<file path="src/rtl/sci_pkg.sv">
// constants shared by the smart card interrupt enable block
package sci_pkg;

  ////////////////////////////////////////////////////////////////////////////
  // register bus
  localparam int ADDR_W = 8;
  localparam int DATA_W = 32;
  localparam logic [ADDR_W-1:0] OFS_IRQ_ENABLE = 8'h18;
  localparam logic [ADDR_W-1:0] OFS_IRQ_STATUS = 8'h1c;

  ////////////////////////////////////////////////////////////////////////////
  // interrupt sources, shared by enable and status layouts
  localparam int NUM_SRC = 11;
  localparam int RSV_W = DATA_W - NUM_SRC;
  localparam int BIT_CONV_ERR = 10;
  localparam int BIT_RX_TIMEOUT = 9;
  localparam int BIT_SEQ_DONE = 8;
  localparam int BIT_CARD_DETECT = 7;
  localparam int BIT_BLOCK_GUARD = 6;
  localparam int BIT_TIMER2 = 5;
  localparam int BIT_TIMER1 = 4;
  localparam int BIT_TIMER0 = 3;
  localparam int BIT_TRANSFER_ERR = 2;
  localparam int BIT_TX_EMPTY = 1;
  localparam int BIT_RX_LEVEL = 0;

  ////////////////////////////////////////////////////////////////////////////
  // reset values and flag classes
  localparam logic [NUM_SRC-1:0] IRQ_ENABLE_RESET = 11'h000;
  localparam logic [NUM_SRC-1:0] IRQ_STATUS_RESET = 11'h002;
  // sticky flags are set by events and cleared by writing one
  localparam logic [NUM_SRC-1:0] STICKY_MASK = 11'h578;

  ////////////////////////////////////////////////////////////////////////////
  // initial character values that name a valid convention
  localparam logic [7:0] INIT_CHAR_DIRECT = 8'h3b;
  localparam logic [7:0] INIT_CHAR_INVERSE = 8'h3f;

endpackage

</file>
<file path="src/rtl/sci_flag_if.sv">
// carrier between the register logic and the status flag bank
`timescale 1ns/1ps
`default_nettype none
interface sci_flag_if import sci_pkg::*; ();
  logic [NUM_SRC-1:0] set;
  logic [NUM_SRC-1:0] level;
  logic [NUM_SRC-1:0] clear;
  logic [NUM_SRC-1:0] status;

  modport bank (input set, input level, input clear, output status);
  modport ctrl (output set, output level, output clear, input status);
endinterface
`default_nettype wire

</file>
<file path="src/rtl/sci_flag_bank.sv">
// interrupt status flags: sticky write-one-to-clear bits and level bits
`timescale 1ns/1ps
`default_nettype none
module sci_flag_bank import sci_pkg::*;
#(
  parameter logic [NUM_SRC-1:0] STICKY = STICKY_MASK,
  parameter logic [NUM_SRC-1:0] RESET_VAL = IRQ_STATUS_RESET
)
(
  // clock and reset
  input wire logic clock,
  input wire logic rst_n,
  // flag traffic
  sci_flag_if.bank fl
);

  logic [NUM_SRC-1:0] status;
  logic [NUM_SRC-1:0] next_status;

  ////////////////////////////////////////////////////////////////////////////
  // a set in the clear cycle wins so no event is lost
  always_comb
  begin
    next_status = ((status & ~fl.clear) | fl.set) & STICKY;
    next_status = next_status | (fl.level & ~STICKY);
  end

  always_ff @(posedge clock or negedge rst_n)
  begin
    if (!rst_n)
      status <= RESET_VAL;
    else
      status <= next_status;
  end

  assign fl.status = status;

  ////////////////////////////////////////////////////////////////////////////
  a_set_wins_clear: assert property (
    @(posedge clock) disable iff (!rst_n)
    (fl.set & fl.clear & STICKY) != 11'h000
    |=> (status & $past(fl.set & fl.clear & STICKY))
        == $past(fl.set & fl.clear & STICKY))
    else $error("sticky flag lost to a same-cycle clear");

  a_sticky_hold: assert property (
    @(posedge clock) disable iff (!rst_n)
    (fl.clear == 11'h000) && (fl.set == 11'h000)
    |=> ((status & STICKY) == ($past(status) & STICKY)))
    else $error("sticky flag changed without set or clear");

endmodule
`default_nettype wire

</file>
<file path="src/rtl/sci_irq_ctrl.sv">
// smart card interrupt enable register, status flags and interrupt output
// What this block does
// - enable register at 0x18, read/write, resets to zero, bits 31:11 zero
// - bit 10 gates the convention error interrupt
// - bit 9 gates the receive buffer time-out interrupt
// - bit 8 gates the shared activation, deactivation, warm reset end
// - bit 7 gates card detect: card inserted or card removed flag set
// - bit 6 gates the block guard time interrupt
// - bits 5, 4, 3 gate timers 2, 1, 0 independently
// - bit 2 gates the combined transfer error interrupt of seven sources
// - bit 1 gates the transmit buffer empty interrupt
// - bit 0 gates receive fill reaching the programmed trigger level
// - convention error when the initial character is not 0x3b or 0x3f
// - status register at 0x1c, most flags cleared by writing one
`timescale 1ns/1ps
`default_nettype none
module sci_irq_ctrl import sci_pkg::*;
#(
  parameter int FILL_W = 4
)
(
  // clock and reset
  input wire logic clock,
  input wire logic nrst,
  // register port
  input wire logic [ADDR_W-1:0] reg_addr,
  input wire logic [DATA_W-1:0] reg_wdata,
  input wire logic reg_wr,
  input wire logic reg_rd,
  output logic [DATA_W-1:0] reg_rdata,
  // answer-to-reset initial character
  input wire logic init_char_valid,
  input wire logic [7:0] init_char,
  // sequence, guard time and timer events, one-cycle pulses
  input wire logic sequence_done,
  input wire logic block_guard_event,
  input wire logic [2:0] timer_event,
  // level conditions from the receiver, transmitter and pins
  input wire logic rx_timeout_state,
  input wire logic card_inserted_flag,
  input wire logic card_removed_flag,
  input wire logic rx_break_err,
  input wire logic rx_framing_err,
  input wire logic rx_parity_err,
  input wire logic rx_overflow_err,
  input wire logic tx_overflow_err,
  input wire logic rx_retry_limit_err,
  input wire logic tx_retry_limit_err,
  input wire logic tx_empty,
  input wire logic [FILL_W-1:0] rx_fill,
  input wire logic [FILL_W-1:0] rx_trigger_level,
  // interrupt request
  output logic irq
);

  ////////////////////////////////////////////////////////////////////////////
  // reset release through two flip-flops
  logic rst_meta;
  logic rst_n;

  always_ff @(posedge clock or negedge nrst)
  begin
    if (!nrst)
    begin
      rst_meta <= 1'b0;
      rst_n <= 1'b0;
    end
    else
    begin
      rst_meta <= 1'b1;
      rst_n <= rst_meta;
    end
  end

  ////////////////////////////////////////////////////////////////////////////
  // register access decode
  logic wr_enable;
  logic wr_status;
  logic rd_enable;
  logic rd_status;

  assign wr_enable = reg_wr && (reg_addr == OFS_IRQ_ENABLE);
  assign wr_status = reg_wr && (reg_addr == OFS_IRQ_STATUS);
  assign rd_enable = reg_rd && (reg_addr == OFS_IRQ_ENABLE);
  assign rd_status = reg_rd && (reg_addr == OFS_IRQ_STATUS);

  ////////////////////////////////////////////////////////////////////////////
  // interrupt enable register
  logic [NUM_SRC-1:0] irq_enable_reg;
  logic [NUM_SRC-1:0] next_irq_enable_reg;

  always_comb
  begin
    next_irq_enable_reg = irq_enable_reg;
    if (wr_enable)
      next_irq_enable_reg = reg_wdata[NUM_SRC-1:0];
  end

  always_ff @(posedge clock or negedge rst_n)
  begin
    if (!rst_n)
      irq_enable_reg <= IRQ_ENABLE_RESET;
    else
      irq_enable_reg <= next_irq_enable_reg;
  end

  ////////////////////////////////////////////////////////////////////////////
  // event sources into the flag bank
  sci_flag_if flags ();

  logic convention_err;
  logic transfer_err;
  logic rx_level_hit;

  // both valid conventions are compared, anything else is an error
  assign convention_err = init_char_valid &&
                          (init_char != INIT_CHAR_DIRECT) &&
                          (init_char != INIT_CHAR_INVERSE);
  assign transfer_err = rx_break_err | rx_framing_err | rx_parity_err |
                        rx_overflow_err | tx_overflow_err |
                        rx_retry_limit_err | tx_retry_limit_err;
  assign rx_level_hit = (rx_fill >= rx_trigger_level);

  always_comb
  begin
    flags.set = '0;
    flags.level = '0;
    flags.set[BIT_CONV_ERR] = convention_err;
    flags.set[BIT_SEQ_DONE] = sequence_done;
    flags.set[BIT_BLOCK_GUARD] = block_guard_event;
    flags.set[BIT_TIMER2] = timer_event[2];
    flags.set[BIT_TIMER1] = timer_event[1];
    flags.set[BIT_TIMER0] = timer_event[0];
    // time-out follows the receiver state, a write cannot clear it
    flags.level[BIT_RX_TIMEOUT] = rx_timeout_state;
    flags.level[BIT_CARD_DETECT] = card_inserted_flag |
                                   card_removed_flag;
    flags.level[BIT_TRANSFER_ERR] = transfer_err;
    flags.level[BIT_TX_EMPTY] = tx_empty;
    flags.level[BIT_RX_LEVEL] = rx_level_hit;
  end

  // only sticky bits take a write-one clear
  assign flags.clear = wr_status ? (reg_wdata[NUM_SRC-1:0] & STICKY_MASK)
                                 : 11'h000;

  sci_flag_bank
  #(
    .STICKY(STICKY_MASK),
    .RESET_VAL(IRQ_STATUS_RESET)
  )
  u_flag_bank
  (
    .clock(clock),
    .rst_n(rst_n),
    .fl(flags)
  );

  ////////////////////////////////////////////////////////////////////////////
  // read data, valid only in the cycle after the read strobe
  logic [DATA_W-1:0] next_reg_rdata;

  always_comb
  begin
    next_reg_rdata = '0;
    if (rd_enable)
      next_reg_rdata = {{RSV_W{1'b0}}, irq_enable_reg};
    else if (rd_status)
      next_reg_rdata = {{RSV_W{1'b0}}, flags.status};
  end

  always_ff @(posedge clock or negedge rst_n)
  begin
    if (!rst_n)
      reg_rdata <= '0;
    else
      reg_rdata <= next_reg_rdata;
  end

  ////////////////////////////////////////////////////////////////////////////
  // interrupt output; combinational so a clear drops it at once
  assign irq = |(flags.status & irq_enable_reg);

  ////////////////////////////////////////////////////////////////////////////
  // checks
  a_enable_write: assert property (
    @(posedge clock) disable iff (!rst_n)
    wr_enable |=> irq_enable_reg == $past(reg_wdata[NUM_SRC-1:0]))
    else $error("enable register did not take the write");

  a_enable_readback: assert property (
    @(posedge clock) disable iff (!rst_n)
    rd_enable && !wr_enable
    |=> reg_rdata == {{RSV_W{1'b0}}, $past(irq_enable_reg)})
    else $error("enable readback wrong or reserved bits set");

  a_conv_err_set: assert property (
    @(posedge clock) disable iff (!rst_n)
    init_char_valid && (init_char != 8'h3b) && (init_char != 8'h3f)
    |=> flags.status[BIT_CONV_ERR])
    else $error("bad initial character did not flag an error");

  a_conv_ok_quiet: assert property (
    @(posedge clock) disable iff (!rst_n)
    !flags.status[BIT_CONV_ERR] &&
    (!init_char_valid || init_char == 8'h3b || init_char == 8'h3f)
    |=> !flags.status[BIT_CONV_ERR])
    else $error("convention error raised for a valid character");

  a_conv_err_irq: assert property (
    @(posedge clock) disable iff (!rst_n)
    convention_err && irq_enable_reg[BIT_CONV_ERR] && !wr_enable
    |=> irq)
    else $error("enabled convention error gave no interrupt");

  a_timeout_follow: assert property (
    @(posedge clock) disable iff (!rst_n)
    ##1 flags.status[BIT_RX_TIMEOUT] == $past(rx_timeout_state))
    else $error("time-out flag does not follow the receiver");

  a_timeout_no_w1c: assert property (
    @(posedge clock) disable iff (!rst_n)
    wr_status && rx_timeout_state |=> flags.status[BIT_RX_TIMEOUT])
    else $error("write cleared the time-out flag");

  a_seq_done_irq: assert property (
    @(posedge clock) disable iff (!rst_n)
    sequence_done && irq_enable_reg[BIT_SEQ_DONE] && !wr_enable
    |=> irq ##0 flags.status[BIT_SEQ_DONE])
    else $error("sequence end gave no interrupt");

  a_card_detect: assert property (
    @(posedge clock) disable iff (!rst_n)
    (card_inserted_flag || card_removed_flag)
    |=> flags.status[BIT_CARD_DETECT])
    else $error("card detect flag not set");

  a_guard_irq: assert property (@(posedge clock) disable iff (!rst_n)
    block_guard_event && irq_enable_reg[BIT_BLOCK_GUARD] && !wr_enable
    |=> irq)
    else $error("block guard event gave no interrupt");

  a_timer_flags: assert property (
    @(posedge clock) disable iff (!rst_n)
    timer_event != 3'h0
    |=> (flags.status[BIT_TIMER2:BIT_TIMER0] & $past(timer_event))
        == $past(timer_event))
    else $error("timer event did not set its own flag");

  a_transfer_err: assert property (
    @(posedge clock) disable iff (!rst_n)
    ##1 flags.status[BIT_TRANSFER_ERR] ==
        $past(rx_break_err || rx_framing_err || rx_parity_err ||
              rx_overflow_err || tx_overflow_err ||
              rx_retry_limit_err || tx_retry_limit_err))
    else $error("transfer error flag does not match its sources");

  a_tx_empty: assert property (@(posedge clock) disable iff (!rst_n)
    tx_empty && irq_enable_reg[BIT_TX_EMPTY] && !wr_enable |=> irq)
    else $error("empty transmit buffer gave no interrupt");

  a_rx_level: assert property (@(posedge clock) disable iff (!rst_n)
    ##1 flags.status[BIT_RX_LEVEL] ==
        $past(rx_fill >= rx_trigger_level))
    else $error("receive level flag wrong");

  a_w1c_clear: assert property (@(posedge clock) disable iff (!rst_n)
    wr_status && reg_wdata[BIT_TIMER0] && !timer_event[0]
    |=> !flags.status[BIT_TIMER0])
    else $error("write of one did not clear the timer flag");

  a_irq_masked: assert property (
    @(posedge clock) disable iff (!rst_n)
    irq_enable_reg == 11'h000 |-> !irq)
    else $error("interrupt raised with every source disabled");

  a_irq_drops: assert property (@(posedge clock) disable iff (!rst_n)
    irq && wr_enable && (reg_wdata[NUM_SRC-1:0] == 11'h000)
    |=> !irq)
    else $error("interrupt stayed after disabling all sources");

  // read data fall back to zero so a stale word is never taken for data
  a_rdata_idle: assert property (
    @(posedge clock) disable iff (!rst_n)
    !reg_rd |=> reg_rdata == 32'h0)
    else $error("read data not zero outside a read");

  a_status_readback: assert property (
    @(posedge clock) disable iff (!rst_n)
    rd_status |=> reg_rdata == {{RSV_W{1'b0}}, $past(flags.status)})
    else $error("status readback wrong or reserved bits set");

  a_enable_hold: assert property (
    @(posedge clock) disable iff (!rst_n)
    !wr_enable |=> $stable(irq_enable_reg))
    else $error("enable register changed without a write");

  a_card_clear: assert property (
    @(posedge clock) disable iff (!rst_n)
    !card_inserted_flag && !card_removed_flag
    |=> !flags.status[BIT_CARD_DETECT])
    else $error("card detect flag stayed without a pin flag");

  a_level_no_w1c: assert property (
    @(posedge clock) disable iff (!rst_n)
    wr_status && transfer_err |=> flags.status[BIT_TRANSFER_ERR])
    else $error("write cleared the transfer error flag");

endmodule
`default_nettype wire

</file>
<file path="config.mk">
export PLATFORM = sky130hd
export DESIGN_NAME = sci_irq_ctrl
export DESIGN_NICKNAME = d
export VERILOG_FILES = /design/src/rtl/sci_pkg.sv /design/src/rtl/sci_flag_if.sv /design/src/rtl/sci_flag_bank.sv /design/src/rtl/sci_irq_ctrl.sv
export SDC_FILE = /design/constraint.sdc
export NUM_CORES = 1
export LEC_CHECK = 0
export BUFFER_PORTS_ARGS = -buffer_cell sky130_fd_sc_hd__buf_4
export CAP_MARGIN = 20
export CORE_MARGIN = 4
export CORE_UTILIZATION = 42
export DETAILED_ROUTE_END_ITERATION = 8
export GPL_TIMING_DRIVEN = 0
export PLACE_DENSITY_LB_ADDON = 0.25
export SLEW_MARGIN = 10
export SYNTH_ARGS = -nofsm -noshare
export SYNTH_HDL_FRONTEND = slang
export SYNTH_SLANG_ARGS = --single-unit
export TNS_END_PERCENT = 5
</file>
<file path="constraint.sdc">
create_clock -name clock -period 1.4 [get_ports clock]
set_input_delay 0.07 -clock clock [delete_from_list [all_inputs] [get_ports clock]]
set_output_delay 0.07 -clock clock [all_outputs]
set_load 0.005 [all_outputs]
</file>
==> results.yml <==
run_status:
  status: "finished, violations left"
  violations: "setup timing"
timing:
  worst_slack_ns: -0.197
  slew_headroom_pct: 46.5
  min_period_ns: 1.60
  hold_violations: 0
  rsz0062_at_grt: "yes"
  period_share_pct: 114
  worstMarginPinSlew_ns: 0.803
  skew_ns: 0.00534
  fin_tns_setup_ns: -0.197
  slew_violations: 0
  fmax_ghz: 0.626
  setup_viol: 1
floorplan:
  num_rows: 22
  die-height_um: 70.9
  core_um2: 3740
  ioPinCount: 110
  start_util_pct: 44.4
  die_w_um: 70.9
  die_area_um2: 5030
synthesis:
  synth_adder_area_share_pct: 3.01
  yosys.area_share.simple_pct: 8.65
  yosysTopAreaCell: "dfrtp_1"
  synth.area.top_cells: "dfrtp_1 51%, buf_4 9.9%, mux2_4 9.0%, a22o_1 6.8%, ha_1 3.0%"
  ys_seq_area_share_pct: 52.7
  synth_xor_area_share_pct: 0
  synth_cells: 133
  netlist_area_um2: 1660
  synth-compound-area-share_pct: 12.2
  ys_ff_latch: 35
  synthMuxAreaShare_pct: 9.71
  syn_avg_cell_area_um2: 12.5
  synth.distinct_cells: 30
  yosysWarnings: 0
  synth_top_area_share_pct: 51.2
  synth_top_family_by_area: "buffers and inverters"
global_routing:
  grt_start_max_net_pins: 21
  grt_use_met1_pct: 18.0
  grt_pass1_wl_um: 5770
  grt-ovfl-total: 0
  grt.total_usage_pct: 14.8
  grt_busiest_layer: "met2"
  grt_util_met2_pct: 23.8
  antenna_found_initial: 0
  grt_use_met3_pct: 4.26
  grt_pass1_vias: 1345
worst_setup_path:
  arrival_ns: 1.53
  startpoint_type: "flop"
  path_max_fanout: 2
  end_kind: "output pin"
  crit_type: "reg -> out"
  cp_data_required_time_ns: 1.33
cts:
  cts.sinks: 35
  clock_path_buffers: 2
  numCtsBuffers: 5
  clk_latency_ns: 0.29
  h-tree-depth: 2
  clockRootBuffer: "clkbuf_8"
  path_clk_slew_ns: 0.07
  cts_tree: "done"
job:
  cap_violations: 0
place:
  numPortBuffers: 66
  gp_congestion: 0.789
  dp_hpwl_um: 2750
  dp_worst_setup_slack_ns: 0.0292
layout:
  final_layout_size_suffix_gt1_share_pct: 47.6
  fin_util_pct: 68.9
  syn2layout_area_growth_pct: 55.0
  nets: 326
  fill_cells: 289
  n_antenna_cell: 0
routing:
  final_antenna_net_count: 0
  wl_per_cell_um: 12.3
  drtIter0Drc: 26
  drt_wl_total_um: 3620
  dr_total_vias: 1298
  drc: 0
  via_per_inst: 4.41
  first_pass_iters: 4
min_path:
  hold_path_class: "in -> reg"
pwr:
  p_per_area_nw_per_um2: 813
  power.leakage_uw: 0.00134
  ir_worst_vdd_mv: 0.349
-- cells in the final DEF (no fill, tap or decap), types with 2 or more instances in the layout --
cell           count
mux2_4            10
nand2_1            8
nor3_1             2
clkbuf_8           5
a21o_1             5
conb_1            22
buf_4             89
inv_1              6
a22o_1            13
ha_1               4
clkbuf_1           2
dfrtp_1           34
a22oi_1            2
nand4_1            2
nor2_1             5
dlygate4sd3_1     16
-- synthesized netlist by cell type (all sizes together) --
library cell / count
a21boi: 1
a21o: 5
a21oi: 1
a221oi: 1
a222oi: 1
a22o: 13
a22oi: 2
and2: 1
and3: 1
and4: 2
buf: 24
clkbuf: 1
conb: 2
dfrtp: 34
dfstp: 1
ha: 4
inv: 6
mux2: 11
nand2: 9
nand4: 2
nor2: 5
nor3: 2
nor4: 1
nor4b: 1
o21ai: 1
or2: 1
-- timing repair --
item                                    4_1_cts  5_1_grt
endpoints found under the setup margin        1        1
gates cloned                                  0        0
setup buffers                                 1        1
hold buffers                                 16        0
resized for setup                             2        1
hold endpoints to repair                     11        0
pin swaps                                     1        0
-- final cells by class --
type                       instances  area, um^2  share of cell area, %
buffer                            25         198                   7.67
clock buffer                       7        76.3                   2.96
clock inverter                     1        5.00                  0.194
inverter                           6        22.5                  0.874
multi-input combinational         87         649                   25.2
sequential                        35         877                   34.0
tap                               48        60.1                   2.33
timing repair buffer              85         689                   26.7
-- worst max-delay path: stages (launching register included) --
cell	delay [ns]
dfrtp_1	0.40
a22o_1	0.24
a221oi_2	0.19
and3_1	0.21
nand2_2	0.07
buf_6	0.13
-- where the power goes --
part	switching, uW	internal [uW]
Clock	336	348
Combinational	105	236
Sequential	29.8	1040
-- path summary, 6_finish.rpt --
| check | startpoint | end | slack, ns | cells after the start |
|---|---|---|---|---|
| worst min-delay path | init_char_valid | u_flag_bank.fl.status[10]$_DFF_PN0_ | 0.01 | 2 |
| worst max register to register | irq_enable_reg[5]$_DFFE_PN0P_ | irq_enable_reg[5]$_DFFE_PN0P_ | 0.38 | 3 |
| worst max-delay path | irq_enable_reg[5]$_DFFE_PN0P_ | irq | -0.20 | 5 |
| max in group asynchronous | rst_n$_DFF_PN0_ | u_flag_bank.fl.status[1]$_DFF_PN1_ | 0.43 | 1 |
| min in group asynchronous | nrst | rst_meta$_DFF_PN0_ | 0.10 | 2 |
| worst min register to register | rst_n$_DFF_PN0_ | irq_enable_reg[1]$_DFFE_PN0P_ | 0.33 | 0 |
-- stage by stage --
stage          hold WS (ns)  instance area, um^2  std cells  power, uW
2_1_floorplan        -0.226                 1740        153       1210
3_3_place_gp         -0.146                 2290        267       1360
3_5_place_dp         -0.147                 2310        268       1370
4_1_cts             0.00175                 2570        293       2110
5_1_grt             0.00292                 2580        294       2200
6_report             0.0102                 2580        294       2090
-- routing by layer --
metal,vias to the layer above,share of wire (%)
met3,5,8.0
met1,592,40
met4,0,1.5
li1,646,-
met5,-,0
met2,55,50
-- logic make-up after synthesis --
group / after synthesis
flops: 35
buf+inv: 31
compound gates: 25
simple gates: 25
mux: 11
fa+ha+maj: 4
other cells: 2
Note: power is estimated with default switching activity, not from simulation.
